File: src/design/ucrb_map.vh
// Register map, field positions, reset values and timing counts of the receive buffer block
`ifndef UCRB_MAP_VH
`define UCRB_MAP_VH

`define UCRB_ADDR_W          8
`define UCRB_OFF_STATUS      8'h00
`define UCRB_OFF_CTRL_B      8'h04
`define UCRB_OFF_CTRL_C      8'h08
`define UCRB_OFF_DATA        8'h0c
`define UCRB_OFF_BAUD        8'h10

`define UCRB_ST_RXC          7
`define UCRB_ST_FE           4
`define UCRB_ST_DOR          3
`define UCRB_ST_PE           2

`define UCRB_CB_IRQ_EN       7
`define UCRB_CB_RX_EN        4
`define UCRB_CB_SIZE2        2
`define UCRB_CB_RX9          1
`define UCRB_CB_TX9          0

`define UCRB_CC_PAR_EN       5
`define UCRB_CC_PAR_ODD      4
`define UCRB_CC_STOP2        3
`define UCRB_CC_SIZE_HI      2
`define UCRB_CC_SIZE_LO      1

`define UCRB_SIZE_NINE       3'h7
`define UCRB_CTRL_C_RST      8'h06
`define UCRB_CTRL_B_RST      8'h00
`define UCRB_BAUD_W          12
`define UCRB_BAUD_RST        12'h01a

`define UCRB_OVS_MID         4'h7
`define UCRB_OVS_LAST        4'hf

`define UCRB_ENT_W           12
`define UCRB_ENT_FE          9
`define UCRB_ENT_DOR         10
`define UCRB_ENT_PE          11

`endif

File: src/design/ucrb_fifo.v
// Two-entry receive FIFO holding data, ninth bit and error flags of each frame
`timescale 1ns/10ps
`include "ucrb_map.vh"

module ucrb_fifo (
    input  wire                   clk,
    input  wire                   arst_n,
    input  wire                   flush,
    input  wire                   push,
    input  wire [`UCRB_ENT_W-1:0] pushData,
    input  wire                   pop,
    output wire [`UCRB_ENT_W-1:0] headData,
    output wire                   notEmpty,
    output wire                   full
);
    reg [`UCRB_ENT_W-1:0] ent0_ff;
    reg [`UCRB_ENT_W-1:0] ent1_ff;
    reg                   wrPtr_ff;
    reg                   rdPtr_ff;
    reg [1:0]             count_ff;
    wire                  doPush;
    wire                  doPop;

    assign full     = (count_ff == 2'h2);
    assign notEmpty = (count_ff != 2'h0);
    assign doPush   = push && !full;
    assign doPop    = pop && notEmpty;
    // Empty FIFO reads as zero so stale flags never show
    assign headData = !notEmpty ? {`UCRB_ENT_W{1'b0}} : (rdPtr_ff ? ent1_ff : ent0_ff);

    always @(posedge clk or negedge arst_n) begin
        if (!arst_n) begin
            ent0_ff  <= {`UCRB_ENT_W{1'b0}};
            ent1_ff  <= {`UCRB_ENT_W{1'b0}};
            wrPtr_ff <= 1'b0;
            rdPtr_ff <= 1'b0;
            count_ff <= 2'h0;
        end else if (flush) begin
            wrPtr_ff <= 1'b0;
            rdPtr_ff <= 1'b0;
            count_ff <= 2'h0;
        end else begin
            if (doPush) begin
                if (wrPtr_ff) begin
                    ent1_ff <= pushData;
                end else begin
                    ent0_ff <= pushData;
                end
                wrPtr_ff <= ~wrPtr_ff;
            end
            if (doPop) begin
                rdPtr_ff <= ~rdPtr_ff;
            end
            if (doPush && !doPop) begin
                count_ff <= count_ff + 2'h1;
            end else if (doPop && !doPush) begin
                count_ff <= count_ff - 2'h1;
            end
        end
    end
endmodule

File: src/design/ucrb_rx.v
// Serial receiver with two-entry buffer, error flags, parity check and APB register slave
//
// Our own choices: register access over APB and the address map.
`timescale 1ns/10ps
`include "ucrb_map.vh"

module ucrb_rx (
    input  wire                    clk,
    input  wire                    arst_n,
    input  wire                    psel,
    input  wire                    penable,
    input  wire                    pwrite,
    input  wire [`UCRB_ADDR_W-1:0] paddr,
    input  wire [31:0]             pwdata,
    output reg  [31:0]             prdata,
    output wire                    pready,
    output wire                    pslverr,
    input  wire                    rxd,
    input  wire                    globalIrqEn,
    output wire                    rxIrqReq,
    output wire                    rxPinOwned
);
    localparam ST_IDLE  = 3'h0;
    localparam ST_START = 3'h1;
    localparam ST_DATA  = 3'h2;
    localparam ST_PAR   = 3'h3;
    localparam ST_STOP  = 3'h4;

    reg  [7:0]              ctrlB_ff;
    reg  [7:0]              ctrlC_ff;
    reg  [`UCRB_BAUD_W-1:0] baud_ff;
    reg  [`UCRB_BAUD_W-1:0] divCnt_ff;
    reg  [3:0]              ovsCnt_ff;
    reg  [2:0]              state_ff;
    reg  [2:0]              nxt_state;
    reg  [3:0]              bitCnt_ff;
    reg  [8:0]              dataSh_ff;
    reg                     parBit_ff;
    reg                     rxdPrev_ff;
    reg  [`UCRB_ENT_W-1:0]  hold_ff;
    reg                     holdValid_ff;
    reg                     dorPend_ff;
    reg                     rdErr_ff;
    reg                     rdPop_ff;
    reg  [31:0]             nxt_prdata;

    wire                    rx_enable_bit;
    wire                    irqEn;
    wire                    parEn;
    wire                    parOdd;
    wire [2:0]              charSize;
    wire [3:0]              nBits;
    wire                    tick;
    wire                    startEdge;
    wire                    frameDone;
    wire                    peCalc;
    wire [`UCRB_ENT_W-1:0]  frameWord;
    wire                    fifoFull;
    wire                    fifoNotEmpty;
    wire [`UCRB_ENT_W-1:0]  head;
    wire                    pushNow;
    wire [`UCRB_ENT_W-1:0]  pushWord;
    wire                    setupPhase;
    wire                    accessPhase;
    wire                    wrAccess;
    wire                    popNow;
    wire                    mapped;
    wire                    lostStart;
    wire                    rxOff;

    assign rx_enable_bit     = ctrlB_ff[`UCRB_CB_RX_EN];
    assign irqEn    = ctrlB_ff[`UCRB_CB_IRQ_EN];
    assign parEn    = ctrlC_ff[`UCRB_CC_PAR_EN];
    assign parOdd   = ctrlC_ff[`UCRB_CC_PAR_ODD];
    assign charSize = {ctrlB_ff[`UCRB_CB_SIZE2], ctrlC_ff[`UCRB_CC_SIZE_HI], ctrlC_ff[`UCRB_CC_SIZE_LO]};
    // Codes 4..6 are reserved; treated as eight bits
    assign nBits    = (charSize == `UCRB_SIZE_NINE) ? 4'h9 :
                      charSize[2] ? 4'h8 : {2'b01, charSize[1:0]} + 4'h1;

    assign rxPinOwned = rx_enable_bit;
    assign rxIrqReq   = irqEn && globalIrqEn && fifoNotEmpty;

    // Oversampling enable at sixteen times the bit rate
    assign tick = (divCnt_ff == baud_ff);
    always @(posedge clk or negedge arst_n) begin
        if (!arst_n) begin
            divCnt_ff <= {`UCRB_BAUD_W{1'b0}};
        end else if (tick || !rx_enable_bit) begin
            divCnt_ff <= {`UCRB_BAUD_W{1'b0}};
        end else begin
            divCnt_ff <= divCnt_ff + {{(`UCRB_BAUD_W-1){1'b0}}, 1'b1};
        end
    end

    assign startEdge = rxdPrev_ff && !rxd && (state_ff == ST_IDLE);
    // A waiting frame with a full FIFO cannot make room, so the new frame is lost
    assign lostStart = startEdge && holdValid_ff && fifoFull;
    assign frameDone = (state_ff == ST_STOP) && tick && (ovsCnt_ff == `UCRB_OVS_LAST);
    assign peCalc    = parEn && ((^dataSh_ff) ^ parBit_ff ^ parOdd);
    // Stop bit sampled as zero marks a framing error
    assign frameWord = {peCalc, dorPend_ff, ~rxd, dataSh_ff};

    always @* begin
        nxt_state = state_ff;
        case (state_ff)
            ST_IDLE: begin
                if (startEdge && !lostStart) begin
                    nxt_state = ST_START;
                end
            end
            ST_START: begin
                if (tick && ovsCnt_ff == `UCRB_OVS_MID) begin
                    nxt_state = rxd ? ST_IDLE : ST_DATA;
                end
            end
            ST_DATA: begin
                if (tick && ovsCnt_ff == `UCRB_OVS_LAST && bitCnt_ff == nBits - 4'h1) begin
                    nxt_state = parEn ? ST_PAR : ST_STOP;
                end
            end
            ST_PAR: begin
                if (tick && ovsCnt_ff == `UCRB_OVS_LAST) begin
                    nxt_state = ST_STOP;
                end
            end
            ST_STOP: begin
                // Back to idle at the middle of the first stop bit, once it is sampled
                if (frameDone) begin
                    nxt_state = ST_IDLE;
                end
            end
            default: begin
                nxt_state = ST_IDLE;
            end
        endcase
    end

    always @(posedge clk or negedge arst_n) begin
        if (!arst_n) begin
            state_ff   <= ST_IDLE;
            ovsCnt_ff  <= 4'h0;
            bitCnt_ff  <= 4'h0;
            dataSh_ff  <= 9'h000;
            parBit_ff  <= 1'b0;
            rxdPrev_ff <= 1'b1;
        end else if (!rx_enable_bit) begin
            state_ff   <= ST_IDLE;
            ovsCnt_ff  <= 4'h0;
            bitCnt_ff  <= 4'h0;
            rxdPrev_ff <= 1'b1;
        end else begin
            state_ff   <= nxt_state;
            rxdPrev_ff <= rxd;
            if (state_ff == ST_IDLE) begin
                ovsCnt_ff <= 4'h0;
                bitCnt_ff <= 4'h0;
                if (startEdge) begin
                    dataSh_ff <= 9'h000;
                    parBit_ff <= 1'b0;
                end
            end else if (tick) begin
                if (state_ff == ST_START && ovsCnt_ff == `UCRB_OVS_MID) begin
                    ovsCnt_ff <= 4'h0;
                end else begin
                    ovsCnt_ff <= ovsCnt_ff + 4'h1;
                end
                if (ovsCnt_ff == `UCRB_OVS_LAST) begin
                    if (state_ff == ST_DATA) begin
                        dataSh_ff[bitCnt_ff] <= rxd;
                        bitCnt_ff <= bitCnt_ff + 4'h1;
                    end
                    if (state_ff == ST_PAR) begin
                        parBit_ff <= rxd;
                    end
                end
            end
        end
    end

    // A waiting frame goes first; a new frame only pushes directly when nothing waits
    assign pushNow  = rx_enable_bit && ((holdValid_ff && !fifoFull) || (frameDone && !holdValid_ff && !fifoFull));
    assign pushWord = holdValid_ff ? hold_ff : frameWord;

    always @(posedge clk or negedge arst_n) begin
        if (!arst_n) begin
            hold_ff      <= {`UCRB_ENT_W{1'b0}};
            holdValid_ff <= 1'b0;
            dorPend_ff   <= 1'b0;
        end else if (!rx_enable_bit) begin
            holdValid_ff <= 1'b0;
            dorPend_ff   <= 1'b0;
        end else begin
            if (frameDone && (holdValid_ff || fifoFull)) begin
                hold_ff      <= frameWord;
                holdValid_ff <= 1'b1;
            end else if (holdValid_ff && !fifoFull) begin
                holdValid_ff <= 1'b0;
            end
            if (lostStart) begin
                dorPend_ff <= 1'b1;
            end else if (pushNow && !holdValid_ff) begin
                dorPend_ff <= 1'b0;
            end
        end
    end

    // Flush on the disabling write itself, so the flag and request drop at once
    assign rxOff = !rx_enable_bit || (wrAccess && (paddr == `UCRB_OFF_CTRL_B) && !pwdata[`UCRB_CB_RX_EN]);

    ucrb_fifo u_fifo (
        .clk      (clk),
        .arst_n   (arst_n),
        .flush    (rxOff),
        .push     (pushNow),
        .pushData (pushWord),
        .pop      (popNow),
        .headData (head),
        .notEmpty (fifoNotEmpty),
        .full     (fifoFull)
    );

    // APB: read data captured in setup, pop only if data existed then
    assign setupPhase  = psel && !penable;
    assign accessPhase = psel && penable;
    assign wrAccess    = accessPhase && pwrite && !rdErr_ff;
    assign popNow      = accessPhase && rdPop_ff;
    assign pready      = 1'b1;
    assign pslverr     = accessPhase && rdErr_ff;
    assign mapped      = (paddr == `UCRB_OFF_STATUS) || (paddr == `UCRB_OFF_CTRL_B) ||
                         (paddr == `UCRB_OFF_CTRL_C) || (paddr == `UCRB_OFF_DATA) ||
                         (paddr == `UCRB_OFF_BAUD);

    always @* begin
        nxt_prdata = 32'h0000_0000;
        case (paddr)
            `UCRB_OFF_STATUS: begin
                nxt_prdata[`UCRB_ST_RXC] = fifoNotEmpty;
                nxt_prdata[`UCRB_ST_FE]  = head[`UCRB_ENT_FE];
                nxt_prdata[`UCRB_ST_DOR] = head[`UCRB_ENT_DOR];
                nxt_prdata[`UCRB_ST_PE]  = head[`UCRB_ENT_PE];
            end
            `UCRB_OFF_CTRL_B: begin
                nxt_prdata[7:0] = ctrlB_ff;
                nxt_prdata[`UCRB_CB_RX9] = (charSize == `UCRB_SIZE_NINE) && head[8];
            end
            `UCRB_OFF_CTRL_C: begin
                nxt_prdata[7:0] = ctrlC_ff;
            end
            `UCRB_OFF_DATA: begin
                nxt_prdata[7:0] = head[7:0];
            end
            `UCRB_OFF_BAUD: begin
                nxt_prdata[`UCRB_BAUD_W-1:0] = baud_ff;
            end
            default: begin
                nxt_prdata = 32'h0000_0000;
            end
        endcase
    end

    always @(posedge clk or negedge arst_n) begin
        if (!arst_n) begin
            prdata   <= 32'h0000_0000;
            rdErr_ff <= 1'b0;
            rdPop_ff <= 1'b0;
        end else if (setupPhase) begin
            prdata   <= nxt_prdata;
            rdErr_ff <= !mapped;
            rdPop_ff <= !pwrite && (paddr == `UCRB_OFF_DATA) && fifoNotEmpty;
        end else if (accessPhase) begin
            rdPop_ff <= 1'b0;
        end
    end

    // Status register holds no writable field, so flag writes have no effect
    always @(posedge clk or negedge arst_n) begin
        if (!arst_n) begin
            ctrlB_ff <= `UCRB_CTRL_B_RST;
            ctrlC_ff <= `UCRB_CTRL_C_RST;
            baud_ff  <= `UCRB_BAUD_RST;
        end else if (wrAccess) begin
            case (paddr)
                `UCRB_OFF_CTRL_B: begin
                    ctrlB_ff <= {pwdata[7:2], 1'b0, pwdata[0]};
                end
                `UCRB_OFF_CTRL_C: begin
                    ctrlC_ff <= pwdata[7:0];
                end
                `UCRB_OFF_BAUD: begin
                    baud_ff <= pwdata[`UCRB_BAUD_W-1:0];
                end
                default: begin
                    ctrlB_ff <= ctrlB_ff;
                end
            endcase
        end
    end
endmodule

File: config.mk
export PLATFORM = sky130hd
export DESIGN_NAME = ucrb_rx
export DESIGN_NICKNAME = d
export VERILOG_FILES = /design/src/design/ucrb_fifo.v /design/src/design/ucrb_rx.v
export VERILOG_INCLUDE_DIRS = /design/src /design/src/design
export SDC_FILE = /design/constraint.sdc
export NUM_CORES = 1
export LEC_CHECK = 0
export ABC_CLOCK_PERIOD_IN_PS = 4700
export BUFFER_PORTS_ARGS = -buffer_cell sky130_fd_sc_hd__buf_4
export CORE_ASPECT_RATIO = 0.7
export CORE_UTILIZATION = 63
export DETAILED_ROUTE_END_ITERATION = 8
export HOLD_SLACK_MARGIN = 0.08
export PLACE_DENSITY_LB_ADDON = 0.08
export SYNTH_ARGS = -nofsm -noshare
export SYNTH_HDL_FRONTEND = slang
export SYNTH_SLANG_ARGS = --single-unit
File: constraint.sdc
create_clock -name clk -period 4.7 [get_ports clk]
set_input_delay 1.175 -clock clk [delete_from_list [all_inputs] [get_ports clk]]
set_output_delay 1.175 -clock clk [all_outputs]
set_load 0.05 [all_outputs]
==> results of run 1 <==
==> critical path: stages <==
cell and delay (ps):
buf_4 120, nor4b_1 590, nand4b_1 430, nor3b_1 270, o21a_1 410, or2_2 420
==> metal layers <==
metal | up-vias | part of all wire | track usage
met5 | - | 0 | 0
met4 | 0 | 0.013 | 0.0887
met3 | 21 | 0.088 | 0.0894
met2 | 248 | 0.44 | 0.462
met1 | 2369 | 0.46 | 0.460
li1 | 2183 | - | -
==> power breakdown <==
| part | total, W | internal, W | switching (W) |
|---|---|---|---|
| combinational | 0.000113 | 0.0000254 | 0.0000877 |
| clock | 0.00123 | 0.000779 | 0.000452 |
| sequential | 0.00102 | 0.00101 | 0.00000376 |
==> state kept, by name, summed over array words and instances, names as in the netlist, 7 cells and up <==
signal	cells
hold_ff	12
prdata	12
u_fifo.ent1_ff	12
baud_ff	12
ctrlC_ff	8
divCnt_ff	12
u_fifo.ent0_ff	12
dataSh_ff	9
ctrlB_ff	7
==> worst max-delay path by stage <==
stage / from / end / slack [ps] / depth (start not counted)
after floorplan: penable / pslverr / 1910 / 1
after global placement: paddr[1] / u_fifo.wrPtr_ff / 1260 / 6
after detailed placement: paddr[1] / u_fifo.wrPtr_ff / 1220 / 6
after CTS: paddr[1] / u_fifo.wrPtr_ff / 1620 / 6
after global routing: paddr[1] / u_fifo.wrPtr_ff / 1400 / 6
final: paddr[1] / u_fifo.wrPtr_ff / 1570 / 6
==> final cells by class <==
class / count / area (um2) / share of cell area
inverter: 10 / 37.5 / 0.00533
sequential: 117 / 2940 / 0.417
clock buffer: 24 / 492 / 0.0698
clock inverter: 8 / 73.8 / 0.0105
multi-input combinational: 449 / 3020 / 0.429
timing repair buffer: 44 / 330 / 0.0469
tap: 124 / 155 / 0.0220
==> cells in the mapped netlist, drive strengths merged (13+ instances only) <==
cell | count | area, um2
a21o | 13 | 97.6
a21oi | 31 | 155
a22o | 13 | 114
buf | 30 | 203
clkbuf | 25 | 93.8
dfrtp | 111 | 2780
mux2 | 39 | 439
mux2i | 23 | 230
nand2 | 50 | 188
nand3 | 14 | 70.1
nor2 | 46 | 173
o21ai | 33 | 165
xnor2 | 28 | 245
==> per-stage QoR <==
stage / hold slack, ps / total power (W) / utilization
2_1_floorplan: 444 / 0.00111 / -
3_3_place_gp: 463 / 0.00114 / 0.695
3_5_place_dp: 469 / 0.00115 / 0.695
4_1_cts: 479 / 0.00237 / 0.755
5_1_grt: 498 / 0.00243 / 0.755
6_report: 477 / 0.00236 / 0.755
==> placed cells by master (no fill, tap or decap), types with 5 or more instances in the layout <==
| cell | synthesis | final |
|---|---|---|
| dfrtp_1 | 111 | 111 |
| nand2_1 | 50 | 50 |
| nor2_1 | 46 | 46 |
| buf_4 | 22 | 44 |
| mux2_2 | 39 | 39 |
| a21oi_1 | 31 | 31 |
| o21ai_0 | 31 | 31 |
| xnor2_1 | 28 | 28 |
| mux2i_1 | 23 | 23 |
| conb_1 | 2 | 21 |
| clkbuf_16 | 0 | 17 |
| nand3_1 | 14 | 14 |
| a22o_1 | 13 | 13 |
| a21o_1 | 13 | 13 |
| xor2_1 | 12 | 12 |
| and3_1 | 12 | 12 |
| nor3_1 | 10 | 10 |
| inv_1 | 10 | 10 |
| nand4_1 | 10 | 10 |
| nand2b_1 | 9 | 9 |
| ha_1 | 8 | 8 |
| nor2b_1 | 7 | 7 |
| nor4_1 | 6 | 6 |
| dfstp_2 | 6 | 6 |
| and2_1 | 5 | 5 |
==> logic make-up after synthesis <==
family                     count (synthesis)  share of synthesized area
xor gates and xnor gates                  40                     0.0563
other                                      2                    0.00121
AOI/OAI and AO/OA                        124                      0.131
muxes                                     62                      0.108
and+or+nand+nor                          194                      0.162
buffers and inverters                     65                     0.0537
DFF                                      117                      0.472
adders and majority gates                  8                     0.0161
==> metrics.txt, run 1 <==
Fin. Hold Viols 0; cell area after layout roughly 0.0070 mm2; CP arrival 3420 ps; Worst Setup End Kind register; mapped cell area 0.00622 mm2; yosys warns 0; TritonRoute pass-1 iters 5; startpoint types input pin; Die ar. 0.0103 mm2; Setup Fix Bufs, Post-CTS 0; critical path type in2reg; layout cell share with drive strength beyond 1 0.198; Least-Margin Pin Slew 962 ps; VDD IR-drop max 0.236 mV; Yosys cell types 64; clock root buffer clkbuf_16; Post-Place Cell Area roughly 0.0065 mm2; #FFs+latches synth 117; number of synthesized flops with an enable pin 0; largest net degree at the start of global routing 46; NumNets Final between 600 and 700; Antenna diodes 0; syn_area_per_cell 10.2 um2; Final Instance Count excl. Fillers 776; Die W 121 um; ys async rst share 1.00; status complete, no violations; final clock skew 10.0 ps; setup slack, reg-to-reg between 1500 and 2000 ps; H-tree depth 4; P&R area growth vs syn 13.3%; GRT Util Overall 0.315; Inst Count DP 744; Die Span Y about 85 um; Worst R2R End u_fifo.ent0_ff[11]; ANT nets after route 0; worst hold path class reg2reg; Port Buffers 41; DRC errors left 0; post-DP HPWL 10200 um; pwr dens 335 mW/mm2; worst slew margin relative to its limit 0.353; sequential fraction of the synthesis area 0.472; Final min period 3130 ps; Clock Tree Buf Depth 2; Top FF cell, synth dfrtp_1; Final WS setup 1570 ps; final period utilization 0.666; RSZ-0062 raised after global routing false; Num Clock Sinks 117; core footprint 0.00933 mm2; CTS resizes 0; worst hold path endpoint prdata[10]; GRT overflow 0; Starting Density 0.667; worst r2r path cells 6; row count 29; Max Slew Vio Count 0; Worst Path Max Fanout 24; Crit Reg-Reg Startpoint state_ff[0]; max_cap viols 0; clock-pin transition on the worst setup and hold timing paths roughly 50 ps; Hold Buf Count CTS 0; RePlAce Congestion 0.833; DRT iter0 DRCs 510; first-pass GRT wire length 24300 um; routed wire length roughly 15000 um; dpl ws 1220 ps; hold depth 2; # IOs 83; Skew-Pair Late Insertion Delay between 400 and 500 ps; required time of the critical path 4990 ps; Pleak 3.16 nW; final setup fails 0; final-layout fill cell count 602; initial antenna violation count 0; HP Start prdata[10]; Fmax achieved around 320 MHz; vias in the first global route between 4000 and 5000; DR WL/cell 19.1 um; Gate Count Post-Synth ~610; final setup TNS 0 ps; total number of vias 4821; routed vias/inst 6.21; Num CTS Buffers 17; CTS tree done
Power figures use the tool's default switching activity.
==> inputs of run 2 (changes only) <==
--- a/config.mk
+++ b/config.mk
@@ -6,10 +6,11 @@
 export SDC_FILE = /design/constraint.sdc
 export NUM_CORES = 1
 export LEC_CHECK = 0
-export ABC_CLOCK_PERIOD_IN_PS = 4700
+export ABC_AREA = 1
+export ABC_CLOCK_PERIOD_IN_PS = 2700
 export BUFFER_PORTS_ARGS = -buffer_cell sky130_fd_sc_hd__buf_4
 export CORE_ASPECT_RATIO = 0.7
-export CORE_UTILIZATION = 63
+export CORE_UTILIZATION = 53
 export DETAILED_ROUTE_END_ITERATION = 8
 export HOLD_SLACK_MARGIN = 0.08
 export PLACE_DENSITY_LB_ADDON = 0.08
==> constraint.sdc (replaced) <==
create_clock -name clk -period 2.7 [get_ports clk]
set_input_delay 0.675 -clock clk [delete_from_list [all_inputs] [get_ports clk]]
set_output_delay 0.675 -clock clk [all_outputs]
set_load 0.05 [all_outputs]
==> run 2 against run 1 <==
Largest cell class is now registers. Global-route usage fell by 4.5 points. Critical path type is now reg2reg. Non-clock buffer count grew 11. Via count rose by 15%. Combinational power increased by 100%. Core utilization fell by 12 points. Cell count up 35%. Clock skew increased by 3.1 ps. Largest power group unchanged.
==> metrics.txt, run 2 <==
Starting Density 0.546; DRT iter0 DRCs 437; highest routed layer met4; Final min period 2380 ps; RePlAce Congestion 0.865; VDD IR-drop max 0.461 mV; number of synthesized flops with an enable pin 0; GRT Util Overall 0.270; ys async rst share 1.00; first-pass GRT wire length ~26000 um; Met3 Wirelength 1150 um; pwr dens 561 mW/mm2; total number of vias about 5600; sequential fraction of the synthesis area 0.458; RSZ-0062 raised after global routing false; Fmax achieved 420 MHz; TritonRoute pass-1 iters 5; Antenna diodes 0; H-tree depth 4; max_cap viols 0; cell area after layout 0.00742 mm2; final-layout fill cell count 1012; Worst Setup End Kind register; Port Buffers 41; status complete, no violations; critical path type reg2reg; ANT nets after route 0; Post-Place Cell Area ~0.0068 mm2; Top FF cell, synth dfrtp_1; CP arrival about 2700 ps; yosys warns 0; vias in the first global route 5136; Synth top cells by count nand2_1, inv_1, dfrtp_1, o21ai_0, nor2_1; NumNets Final 935; Setup Fix Bufs, Post-CTS 0; clock root buffer clkbuf_16; # IOs 83; CTS tree done; DR WL/cell 15.0 um; DRC errors left 0; Num CTS Buffers 17; worst slew margin relative to its limit 0.497; largest area contributor in the netlist dfrtp_1; Gate Count Post-Synth 827; routed vias/inst 5.29; commonest non-fill, non-tap cell in the layout nand2_1; most numerous cell in the Yosys netlist nand2_1; P&R area growth vs syn 15.9%; core footprint approximately 0.012 mm2; Die ar. 0.0125 mm2; Die W 133 um; Max Slew Vio Count 0; final period utilization 0.883; required time of the critical path 3050 ps; Fin. Hold Viols 0; largest net degree at the start of global routing 47; Worst Path Max Fanout 4; final setup TNS 0 ps; Die Span Y 94.0 um; #FFs+latches synth about 120; met2 WL around 6800 um; Clock Tree Buf Depth 2; layout cell share with drive strength beyond 1 0.143; startpoint types register; Yosys top cell area share 0.434; worst hold path class in2async; most frequent cells in the layout nand2_1, inv_1, dfrtp_1, o21ai_0, nor2_1; met1 wire length 7580 um; mapped cell area around 0.0064 mm2; syn_area_per_cell ~7.7 um2; routed wire length 15800 um; Yosys cell types 44; Pleak 3.53 nW; post-DP HPWL 11200 um; clock-pin transition on the worst setup and hold timing paths 60 ps; row count 33; Num Clock Sinks around 120; largest cells by area after synthesis dfrtp_1, nand2_1, inv_1, o21ai_0, nor2_1; GRT overflow 0; Skew-Pair Late Insertion Delay 420 ps; final setup fails 0; final clock skew 13.1 ps; initial antenna violation count 0; Least-Margin Pin Slew 752 ps
run 2: cell count changes after synthesis, sizes merged, moves of 10 or more:
cell / delta
a21oi: -10
o21ai: +65
nor2: +29
and3: -12
nand3: +23
a22o: -10
nand2: +187
inv: +106
mux2: -39
xnor2: -18
a21o: -13
clkbuf: -10
mux2i: -22
run 2: layer usage:
metal / vias up / GRT usage
met4: 0 / 0.0928
li1: 2701 / -
met2: 215 / 0.387
met5: - / 0
met3: 21 / 0.0631
met1: 2617 / 0.398
run 2: cell type report:
class / instances / area [um2] / area share
Sequential cell: 117 / 2940 / 0.395
Multi-Input combinational cell: 573 / 2870 / 0.386
Clock buffer: 22 / 454 / 0.0612
Inverter: 116 / 435 / 0.0587
Timing Repair Buffer: 55 / 425 / 0.0573
Tap cell: 157 / 196 / 0.0265
Clock inverter: 10 / 109 / 0.0147
run 2: stage by stage:
step                std cells  setup WS [ps]  total power [W]  hold WS [ps]   util
CTS                      1049           35.3          0.00419           301  0.631
finish                   1050            317          0.00417           278  0.633
global route             1050           89.4          0.00429           324  0.633
detailed placement       1017           30.8          0.00203           460  0.583
global placement         1017           94.3          0.00203           455  0.583
floorplan                 846            608          0.00196           379      -
run 2: worst max-delay path, cell delays in order, from the launching register on:
cell and delay [ps]:
dfstp_2 570, ha_1 180, nand2_1 80, o21ai_2 110, inv_1 120, ha_1 310, xnor2_1 120, nand3b_1 150
nor2_1 120, nand2_1 80, nand2_1 90, nand2_1 70, nor2_2 140, nand3_1 100, nand2_1 70
run 2: where the power goes:
group	switching [W]	leakage (nW)	internal, W
clock	0.000790	0.274	0.00137
combinational	0.000172	1.74	0.0000551
sequential	0.00000797	1.52	0.00177
run 2: kinds of logic after synthesis:
kind of cell               count (synthesis)  share of synthesized area
other                                      2                    0.00117
adders and majority gates                  8                     0.0156
muxes                                      1                    0.00156
and+or+nand+nor                          381                      0.262
xor gates and xnor gates                  19                     0.0260
DFF                                      117                      0.458
buffers and inverters                    157                      0.109
AOI/OAI and AO/OA                        142                      0.126
run 2: path summary, 6_finish.rpt:
check,endpoint,cells after the start,slack (ps),from
max,state_ff[0],14,320,ctrlC_ff[1]
min,prdata[0],1,280,arst_n
max reg2reg,state_ff[0],14,320,ctrlC_ff[1]
min reg2reg,u_fifo.ent1_ff[0],2,470,u_fifo.ent1_ff[0]
max in group asynchronous,hold_ff[6],2,1710,arst_n
min in group clk,u_fifo.ent1_ff[0],2,470,u_fifo.ent1_ff[0]
run 2: timing repair:
item,4_1_cts,5_1_grt
hold buffers,0,0
resized for setup,0,4
setup endpoints to repair,0,8
hold endpoints to repair,0,0
